--- src/design/osc_wdog_pkg.sv ---
// Purpose: shared constants of the oscillator frequency and watchdog block
// Assumes: registers addressed by their 8-bit printed offsets
// Notes: none
package osc_wdog_pkg;
	// register offsets
	localparam logic [7:0]  OFF_OSC_FREQ      = 8'h51;
	localparam logic [7:0]  OFF_WDOG_CTRL     = 8'hD6;
	localparam logic [7:0]  OFF_WDOG_DISABLE  = 8'hD7;

	// frequency field
	localparam int          FREQ_W            = 7;
	localparam int          FREQ_LSB          = 0;
	localparam logic [6:0]  FREQ_RESET        = 7'h19;
	localparam logic [31:0] FREQ_MIN          = 32'h0000_0005;
	localparam logic [31:0] FREQ_MAX          = 32'h0000_0064;

	// watchdog control fields
	localparam int          WD_W              = 16;
	localparam int          WD_TIMEOUT_LSB    = 0;
	localparam int          WD_COUNT_LSB      = 16;
	localparam int          WD_CPL_LSB        = 16;
	localparam logic [15:0] WD_TIMEOUT_RESET  = 16'h03E8;

	// disable register
	localparam logic [31:0] WD_DISABLE_MAGIC  = 32'h0D15_AB1E;
	localparam logic [31:0] WD_ENABLE_VALUE   = 32'h0000_0000;

	// timing: one tick is 1 ms, i.e. 1000 cycles per MHz
	localparam int          TICK_US           = 1000;
	localparam int          DIV_W             = 17;
	localparam logic [16:0] CYCLES_PER_MS_MHZ = 17'(TICK_US);

	// system reset length in oscillator cycles
	localparam int          SYSRST_CYCLES     = 524288;
	localparam int          SYSRST_W          = 20;
endpackage
--- src/design/ms_tick_div.sv ---
// Purpose: 1 ms tick generator from the oscillator clock
// Assumes: freq_mhz holds the oscillator rate in whole MHz
// Notes: a new rate takes effect in the next cycle; a count already past the new period ends at once
`timescale 1ns/1ns
module ms_tick_div #(
	parameter int DIV_W = osc_wdog_pkg::DIV_W
) (
	input  wire logic       clk,      // oscillator clock
	input  wire logic       rst,      // synchronous reset, active high
	input  wire logic [6:0] freq_mhz, // programmed rate in MHz
	output logic            tick      // one-cycle pulse each ms
);
	logic [DIV_W-1:0] cnt_q;
	logic [DIV_W-1:0] period;

	// rate times 1000 cycles per ms
	assign period = DIV_W'({10'h000, freq_mhz}) * DIV_W'(osc_wdog_pkg::CYCLES_PER_MS_MHZ);

	always_ff @(posedge clk) begin
		if (rst) begin
			cnt_q <= '0;
			tick  <= 1'b0;
		end else if (cnt_q >= period - DIV_W'(1)) begin
			cnt_q <= '0;
			tick  <= 1'b1;
		end else begin
			cnt_q <= cnt_q + DIV_W'(1);
			tick  <= 1'b0;
		end
	end
endmodule

--- src/design/osc_freq_wdog.sv ---
// Purpose: oscillator frequency setting and 1 kHz count-down watchdog
// Assumes: REF_CLK is the oscillator clock; RUN_STATE is asynchronous
// Notes: writes answered by ACK or NACK one cycle after the strobe
`timescale 1ns/1ns
module osc_freq_wdog #(
	parameter int SYSRST_CYCLES = osc_wdog_pkg::SYSRST_CYCLES
) (
	input  wire logic        REF_CLK,   // oscillator clock
	input  wire logic        RST,       // synchronous reset, active high
	input  wire logic [7:0]  ADDR,      // register offset
	input  wire logic [31:0] WDATA,     // write data
	input  wire logic        WR,        // write strobe
	input  wire logic        RD,        // read strobe
	input  wire logic        RUN_STATE, // running power state level
	output logic      [31:0] RDATA,     // read data, cycle after RD
	output logic             ACK,       // write accepted pulse
	output logic             NACK,      // write refused pulse
	output logic      [6:0]  FREQ_MHZ,  // frequency to timebase users
	output logic             MS_TICK,   // 1 ms timebase pulse
	output logic             SYS_RESET  // watchdog system reset
);
	logic [6:0]                       freq_q;
	logic [15:0]                      timeout_q;
	logic [15:0]                      count_q;
	logic [31:0]                      dis_key_q;
	logic                             enabled_q;
	logic                             run_meta_q;
	logic                             run_q;
	logic [osc_wdog_pkg::SYSRST_W-1:0] rst_cnt_q;
	logic                             tick;
	logic                             wr_freq;
	logic                             wr_ctrl;
	logic                             wr_dis;
	logic                             freq_ok;
	logic                             ctrl_ok;
	logic                             expire;
	logic                             wd_clear;

	function automatic logic hit(input logic [7:0] a, input logic [7:0] off);
		hit = (a == off);
	endfunction

	assign wr_freq = WR && hit(ADDR, osc_wdog_pkg::OFF_OSC_FREQ);
	assign wr_ctrl = WR && hit(ADDR, osc_wdog_pkg::OFF_WDOG_CTRL);
	assign wr_dis  = WR && hit(ADDR, osc_wdog_pkg::OFF_WDOG_DISABLE);

	// whole word checked, so stray high bits also refuse the write
	assign freq_ok = (WDATA >= osc_wdog_pkg::FREQ_MIN) &&
		(WDATA <= osc_wdog_pkg::FREQ_MAX);
	assign ctrl_ok = (WDATA[osc_wdog_pkg::WD_CPL_LSB +: osc_wdog_pkg::WD_W] ==
		~WDATA[osc_wdog_pkg::WD_TIMEOUT_LSB +: osc_wdog_pkg::WD_W]);

	// a system reset in progress also returns the watchdog to defaults
	assign wd_clear = RST || SYS_RESET;

	// power state comes from another domain
	always_ff @(posedge REF_CLK) begin
		if (RST) begin
			run_meta_q <= 1'b0;
			run_q      <= 1'b0;
		end else begin
			run_meta_q <= RUN_STATE;
			run_q      <= run_meta_q;
		end
	end

	always_ff @(posedge REF_CLK) begin
		if (RST) begin
			freq_q <= osc_wdog_pkg::FREQ_RESET;
		end else if (wr_freq && freq_ok) begin
			freq_q <= WDATA[osc_wdog_pkg::FREQ_LSB +: osc_wdog_pkg::FREQ_W];
		end
	end

	ms_tick_div #(
		.DIV_W(osc_wdog_pkg::DIV_W)
	) u_tick (
		.clk     (REF_CLK),
		.rst     (RST),
		.freq_mhz(freq_q),
		.tick    (tick)
	);

	always_ff @(posedge REF_CLK) begin
		if (RST) begin
			FREQ_MHZ <= osc_wdog_pkg::FREQ_RESET;
			MS_TICK  <= 1'b0;
		end else begin
			FREQ_MHZ <= freq_q;
			MS_TICK  <= tick;
		end
	end

	always_ff @(posedge REF_CLK) begin
		if (wd_clear) begin
			dis_key_q <= osc_wdog_pkg::WD_DISABLE_MAGIC;
			enabled_q <= 1'b0;
		end else if (wr_dis) begin
			dis_key_q <= WDATA;
			if (WDATA == osc_wdog_pkg::WD_ENABLE_VALUE) begin
				enabled_q <= 1'b1;
			end else if (WDATA == osc_wdog_pkg::WD_DISABLE_MAGIC) begin
				enabled_q <= 1'b0;
			end
		end
	end

	always_ff @(posedge REF_CLK) begin
		if (wd_clear) begin
			timeout_q <= osc_wdog_pkg::WD_TIMEOUT_RESET;
		end else if (wr_ctrl && ctrl_ok) begin
			timeout_q <= WDATA[osc_wdog_pkg::WD_TIMEOUT_LSB +: osc_wdog_pkg::WD_W];
		end
	end

	// expiry on the tick seen with the count at one or at zero
	assign expire = enabled_q && run_q && tick && (count_q <= 16'h0001);

	always_ff @(posedge REF_CLK) begin
		if (wd_clear) begin
			count_q <= osc_wdog_pkg::WD_TIMEOUT_RESET;
		end else if (wr_ctrl && ctrl_ok) begin
			count_q <= WDATA[osc_wdog_pkg::WD_TIMEOUT_LSB +: osc_wdog_pkg::WD_W];
		end else if (wr_dis && WDATA == osc_wdog_pkg::WD_DISABLE_MAGIC) begin
			count_q <= timeout_q;
		end else if (expire) begin
			count_q <= 16'h0000;
		end else if (enabled_q && run_q && tick) begin
			count_q <= count_q - 16'h0001;
		end
	end

	always_ff @(posedge REF_CLK) begin
		if (RST) begin
			rst_cnt_q <= '0;
			SYS_RESET <= 1'b0;
		end else if (expire) begin
			rst_cnt_q <= osc_wdog_pkg::SYSRST_W'(SYSRST_CYCLES - 1);
			SYS_RESET <= 1'b1;
		end else if (rst_cnt_q != '0) begin
			rst_cnt_q <= rst_cnt_q - osc_wdog_pkg::SYSRST_W'(1);
		end else begin
			SYS_RESET <= 1'b0;
		end
	end

	always_ff @(posedge REF_CLK) begin
		if (RST) begin
			ACK  <= 1'b0;
			NACK <= 1'b0;
		end else if (WR) begin
			unique case (1'b1)
				wr_freq: begin
					ACK  <= freq_ok;
					NACK <= !freq_ok;
				end
				wr_ctrl: begin
					ACK  <= ctrl_ok;
					NACK <= !ctrl_ok;
				end
				wr_dis: begin
					ACK  <= 1'b1;
					NACK <= 1'b0;
				end
				default: begin
					ACK  <= 1'b0;
					NACK <= 1'b1;
				end
			endcase
		end else begin
			ACK  <= 1'b0;
			NACK <= 1'b0;
		end
	end

	always_ff @(posedge REF_CLK) begin
		if (RST) begin
			RDATA <= 32'h0000_0000;
		end else if (RD && hit(ADDR, osc_wdog_pkg::OFF_OSC_FREQ)) begin
			RDATA <= {25'h000_0000, freq_q};
		end else if (RD && hit(ADDR, osc_wdog_pkg::OFF_WDOG_CTRL)) begin
			RDATA <= {count_q, timeout_q};
		end else if (RD && hit(ADDR, osc_wdog_pkg::OFF_WDOG_DISABLE)) begin
			RDATA <= dis_key_q;
		end else begin
			RDATA <= 32'h0000_0000;
		end
	end
endmodule

--- config.mk ---
export PLATFORM = sky130hd
export DESIGN_NAME = osc_freq_wdog
export DESIGN_NICKNAME = d
export VERILOG_FILES = /design/src/design/osc_wdog_pkg.sv /design/src/design/ms_tick_div.sv /design/src/design/osc_freq_wdog.sv
export SDC_FILE = /design/constraint.sdc
export NUM_CORES = 1
export LEC_CHECK = 0
export ABC_CLOCK_PERIOD_IN_PS = 9500
export BUFFER_PORTS_ARGS = -buffer_cell sky130_fd_sc_hd__buf_2
export CORE_ASPECT_RATIO = 0.7
export CORE_MARGIN = 5
export CORE_UTILIZATION = 50
export CTS_CLUSTER_DIAMETER = 150
export CTS_CLUSTER_SIZE = 12
export DETAILED_ROUTE_END_ITERATION = 16
export HOLD_SLACK_MARGIN = 0.15
export PLACE_DENSITY = 0.77
export SLEW_MARGIN = 20
export SYNTH_ARGS = -nofsm -noshare
export SYNTH_HDL_FRONTEND = slang
export SYNTH_SLANG_ARGS = --single-unit
--- constraint.sdc ---
create_clock -name REF_CLK -period 9.5 [get_ports REF_CLK]
set_clock_uncertainty 0.05 [all_clocks]
set_input_delay 0.475 -clock REF_CLK [delete_from_list [all_inputs] [get_ports REF_CLK]]
set_output_delay 0.475 -clock REF_CLK [all_outputs]
set_load 0.02 [all_outputs]
# After elaboration in Yosys (flattened, before gate mapping)
# Index checks and enable logic that the tools add are counted.
[totals] register_bits=155 word_cells=77 out_inout_bits=43
[op_classes] mux=16 magnitude_cmp=4 reduce_logical=26 bitwise_logic=2 n_eq_ne=6 n_mul=1 add_sub_neg=4
[ops] cell="$mux W16" n=4
[ops] cell="$mux W32" n=2
[ops] cell="$mux W19" n=2
[ops] cell="$eq A32 B28 Y1 const B" n=1
[ops] cell="$ge A32 B3 Y1 const B" n=1
[ops] cell="$le A32 B7 Y1 const B" n=1
[ops] cell="$logic_not A32 Y1" n=1
[ops] cell="$reduce_bool A20 Y1" n=1
[ops] cell="$sub A20 B1 Y20 const B" n=1
[ops] cell="$add A17 B1 Y17 const B" n=1
[ops] cell="$ge A17 B17 Y1" n=1
[ops] cell="$sub A17 B1 Y17 const B" n=1
[ops] cell="$eq A16 B16 Y1" n=1
[ops] cell="$eq A8 B8 Y1 const B" n=2
[ops] cell="$le A16 B1 Y1 const B" n=1
[ops] cell="$not A16 Y16" n=1
[ops] cell="$sub A16 B1 Y16 const B" n=1
[ops] cell="$mul A7 B7 Y14 const B" n=1
[ops] cell="$logic_and A1 B1 Y1" n=13
[ops] cell="$eq A8 B7 Y1 const B" n=1
[ops] cell="$reduce_or A2 Y1" n=4
[ops] cell="$mux W7" n=1
[ops] cell="$pmux W1 S3" n=2
[ops] cell="$mux W1" n=5
[ops] cell="7 further kinds" n=9

# Logic depth before layout (Yosys ltp)
[depth] ltp_word=6 depth_mapped=25 ltp_nobuf=23

# Cells and area by module
# Synthesis repeated with hierarchy kept, for this count alone.
[hier_totals] hier_cells=1013 hier_area_um2=8534.4
[modules_own_cells] module="osc_freq_wdog" area_per_inst_um2=6090.8 cells_per_inst=739 seq_area_each_um2=2742.6 instances=1
[modules_own_cells] module="ms_tick_div" area_per_inst_um2=2443.6 cells_per_inst=274 seq_area_each_um2=360.3 instances=1

# Worst setup path after synthesis
# No wires, ideal clock.
[synth_timing] path_type="flip-flop to flip-flop" startpoint="reg freq_q[1]" endpoint="reg u_tick.cnt_q[10]" period_less_slack_ps=6020 slack_ps=3480 setup_ps=86 t_arrival_ps=5884 stages_incl_launch_ff=25 cell_sequence="dfxtp_1 -> fa_1 -> fa_1 -> inv_1 -> fa_1 -> fa_1 -> inv_1 -> ha_1 -> nor2_1 -> a21oi_1 -> xor2_1 -> or2_2 -> nor3_1 -> nand2_1 -> xnor2_1 -> ha_1 -> nand2_1 -> nor2_1 -> a221oi_1 -> o21ai_0 -> a31o_2 -> a211o_1 -> clkbuf_1 -> clkbuf_1 -> a211oi_1"
[synth_via] elab_chain_len=4
[synth_lines] element="start, declared" line_no="osc_freq_wdog.sv:22" text="logic [6:0] freq_q;"
[synth_lines] element="start signal, assigned" line_no="osc_freq_wdog.sv:69" text="freq_q <= osc_wdog_pkg::FREQ_RESET;"
[synth_lines] element="start signal, assigned" line_no="osc_freq_wdog.sv:71" text="freq_q <= WDATA[osc_wdog_pkg::FREQ_LSB +: osc_wdog_pkg::FREQ_W];"
[synth_lines] element="$mul A7 B7 Y14" line_no="ms_tick_div.sv:17" text="assign period = DIV_W'({10'h000, freq_mhz}) * DIV_W'(osc_wdog_pkg::CYCLES_PER_MS_MHZ);"
[synth_lines] element="$sub A17 B1 Y17" line_no="ms_tick_div.sv:23" text="end else if (cnt_q >= period - DIV_W'(1)) begin"
[synth_lines] element="$ge A17 B17 Y1" line_no="ms_tick_div.sv:23"
[synth_lines] element="$reduce_or A2 Y1 (no line)"
[synth_lines] element="end signal, assigned" line_no="ms_tick_div.sv:27" text="cnt_q <= cnt_q + DIV_W'(1);"
[synth_lines] element="end, declared" line_no="ms_tick_div.sv:13" text="logic [DIV_W-1:0] cnt_q;"
# Every way passes these cells.
# A chain may end at the register's enable or synchronous reset.

# Final worst setup path
[layout_timing] startpoint="reg freq_q[0]" endpoint="reg u_tick.cnt_q[6]"
# The elaborated chain is that of the path after synthesis.

==> flow_summary.rst <==
.. list-table::
   :header-rows: 1

   * - Metric
     - Value
   * - Worst Hold Slack
     - 268 ps
   * - Worst supply voltage drop on vdd
     - 0.101 mV
   * - Setup ws final
     - 2950 ps
   * - GR Overflow Total
     - 0
   * - Drt first pass iters
     - 6
   * - Number of non-filler instances in the completed layout
     - 1258
   * - Max Transition Viols Final
     - 0
   * - Result of the run
     - finished clean
   * - Average via count per standard cell
     - 5.80
   * - Core occupancy in the finished layout
     - 0.582
   * - Worst-path cell chain
     - fa_1 > fa_1 > inv_1 > fa_1 > fa_1 > inv_1 > ha_1 > nor2_1 > a21oi_1 > xor2_1 > or2_2 > nor3_1 > nand2_1 > xnor2_1 > ha_1 > nand2_1 > nor2_1 > a221oi_1 > o21ai_0 > a31o_2 > a211o_1 > a211oi_1
   * - Top area cells in the synthesized netlist
     - dfxtp_1, ha_1, nand2_1
   * - Actual transition at the worst max-transition pin
     - 969 ps
   * - Slew headroom
     - 0.354
   * - Die Footprint
     - 19500 um2
   * - Largest fanout on the critical path
     - 18
   * - Global-route wire length before repair
     - 35600 um
   * - Total power consumption of the routed design
     - 1.70 mW
   * - Most frequently used flop master after synthesis
     - dfxtp_1
   * - Die height
     - 118 um
   * - GRT Util Overall
     - 0.227
   * - Antenna viol nets, final
     - 0
   * - Htree depth
     - 4
   * - Main combinational cell family by area after synthesis
     - simple AND/OR/NAND/NOR gates
   * - Reported leakage power
     - 4.12 nW
   * - Count of mapped cells out of synthesis
     - 965
   * - Buffers inserted during post-CTS setup optimization
     - 0
   * - Most repeated library cell on the critical path
     - fa_1
   * - Fraction of synthesized cell area in xor and xnor cells
     - 0.0791
   * - Die width
     - 165 um
   * - Final weighted congestion in routability-driven placement
     - 0.919
   * - CP top delay family
     - adder cells
   * - Setup TNS
     - 0 ps
   * - Area share of and/or/nand/nor cells after synthesis
     - 0.201
   * - Area fraction of the dominant cell type after synthesis
     - 0.371
   * - Drc violations
     - 0
   * - Part of the Yosys area used for sequential elements
     - 0.371
   * - Buffers & Inverters on Critical Path
     - 2
   * - Core area
     - 16300 um2
   * - Final worst-path cycle share
     - 0.689
   * - Post-Synth Adder-Cell Area
     - 0.122
   * - Maximum achievable frequency
     - 0.153 GHz
   * - Initial standard-cell utilization of the core
     - 0.512
   * - Highest-delay cell along the critical path
     - dfxtp_1
   * - Critical path required time
     - 9780 ps
   * - Placed Cells
     - 1227
   * - Type of element capturing the critical path
     - flop
   * - I/O Pins
     - 88
   * - Most instantiated cells after synthesis
     - dfxtp_1, nand2_1, nor2_1, a21oi_1, ha_1
   * - Total number of vias
     - 7294
   * - Via count of the first global-routing pass
     - 6810
   * - Longest Clk Path Bufs
     - 2
   * - Count of routing violations after the opening detailed-route iteration
     - 798
   * - Placement Cell Area
     - 8890 um2
   * - Setup WS pre-CTS
     - 3050 ps
   * - Data arrival time of the worst path
     - 6830 ps
   * - Yosys warnings
     - 0
   * - Leading area contributor after synthesis
     - dfxtp_1
   * - Fraction of the mapped netlist area in compound gates
     - 0.150
   * - Clock buffer count from CTS
     - 17
   * - Net count after synthesis
     - 1081
   * - Share of post-route cells with drive strength above 1
     - 0.141
   * - Insertion delay to the later sink of the worst-skew pair
     - 430 ps
   * - Netlist area before placement
     - 8370 um2
   * - Quantity of hold-fixing buffers added after cts
     - 0
   * - Final Routed Wirelength
     - 22000 um
   * - Buffer type at the clock tree root
     - clkbuf_16
   * - Finish-stage setup viols
     - 0
   * - Number of buffers added on ports
     - 87
   * - Clk pin slew, worst setup/hold paths
     - 70 ps
   * - Final design instance area without fill
     - 9520 um2
   * - Fraction of registers with async set/reset
     - 0
   * - Post-layout min period
     - 6550 ps
   * - Startpoint Class
     - flop
   * - Clock net sink count
     - 155
   * - Number of flops mapped to enable cells by yosys
     - 0
   * - Number of hold-slack violations in the final timing report
     - 0
   * - Post-cts repair resize count
     - 0
   * - Cell with the most instances after synthesis
     - dfxtp_1
   * - Maximum number of pins on one net before global-route repair
     - 68
   * - Mean routed wirelength per cell
     - 17.5 um
   * - Share of cell area taken by muxes after synthesis
     - 0.0229
   * - Flip-flop and latch count after synthesis
     - 155
   * - Initial antenna violation count
     - 0
   * - HPWL after detailed placement
     - 15100 um
   * - Worst hold-check path type
     - input port to flop
   * - Post-synth cell types
     - 65
   * - Final net count
     - 1137
   * - Max-capacitance violation count
     - 0
   * - Area growth from synthesis to layout
     - 13.8%
   * - RSZ-0062 raised after global routing
     - no
   * - Number of placement rows
     - 39
   * - Antenna cells
     - 0
   * - Synthesized area per cell
     - 8.67 um2
   * - Largest incremental delay on the critical path
     - 600 ps
   * - Pwr/cell area
     - 178 nW/um2
   * - CP Class
     - flop to flop
   * - CTS tree
     - yes
   * - Worst reg-to-reg setup slack
     - 2950 ps
==> cell type report <==
class	count	area (um2)
flip-flops and latches	155	3100
repair buffers	94	488
clock buffers	21	460
inverters	52	195
fillers	1440	6830
multi-input cells	701	4820
well taps	225	282
clock inverters	10	166
==> worst paths after layout <==
path                                             start                          to  cells after the start
worst max register to register  freq_q[0]$_SDFFE_PP1P_  u_tick.cnt_q[6]$_SDFF_PP0_                     22
worst max-delay path            freq_q[0]$_SDFFE_PP1P_  u_tick.cnt_q[6]$_SDFF_PP0_                     22
worst min register to register   run_meta_q$_SDFF_PP0_            run_q$_SDFF_PP0_                      1
worst min-delay path                         WDATA[19]  dis_key_q[19]$_SDFFE_PP0P_                      3
==> state kept, by name, indices dropped and copies added (netlist names) <==
| register | flops |
|---|---|
| timeout_q | 16 |
| u_tick.cnt_q | 17 |
| run_q | 1 |
| FREQ_MHZ | 7 |
| rst_cnt_q | 20 |
| MS_TICK | 1 |
| dis_key_q | 32 |
| u_tick.tick | 1 |
| enabled_q | 1 |
| RDATA | 32 |
| SYS_RESET | 1 |
| freq_q | 7 |
| ACK | 1 |
| NACK | 1 |
| count_q | 16 |
| run_meta_q | 1 |
==> worst reg2reg max path, cell delays in order, from the launching register on <==
cell,delay (ps)
dfxtp_1,600
fa_1,520
fa_1,520
inv_1,50
fa_1,470
fa_1,510
inv_1,40
ha_1,340
nor2_1,70
a21oi_1,230
xor2_1,150
or2_2,350
nor3_1,370
nand2_1,130
xnor2_1,150
ha_1,300
nand2_1,90
nor2_1,70
a221oi_1,230
o21ai_0,130
a31o_2,230
a211o_1,520
a211oi_1,340
==> layout by cell type (no fill, tap or decap), types with 9 or more instances in the layout <==
cell,netlist,layout
a211oi_1,18,18
a21oi_1,58,58
a22oi_1,25,25
buf_2,6,87
clkbuf_16,0,17
dfxtp_1,155,155
fa_1,18,18
ha_1,53,53
inv_1,52,52
mux2i_1,18,18
nand2_1,108,108
nand3_1,41,41
nand4_1,13,13
nor2_1,96,95
nor3_1,28,26
nor4_1,11,11
o211ai_1,15,15
or3_1,9,9
xnor2_1,43,43
xor2_1,30,30
==> metal layers <==
metal  vias to the layer above  wire, um  part of all wire  global-route usage
met1                      3451     10500              0.48               0.346
met4                         0       245             0.011              0.0566
met3                        27      2090             0.095              0.0616
met5                         -         0                 0                   0
met2                       314      9130              0.42               0.315
li1                       3502         -                 -                   -
==> power breakdown <==
part,switching (mW),internal (mW)
Sequential,0.0320,0.685
Clock,0.269,0.453
Combinational,0.143,0.114
==> logic make-up after synthesis <==
group,Yosys count
adders and majority gates,71
buffers and inverters,109
xor gates and xnor gates,74
muxes,19
and+or+nand+nor,353
DFF,155
AOI/OAI and AO/OA,184
No activity file was read; power rests on OpenSTA's default activity.
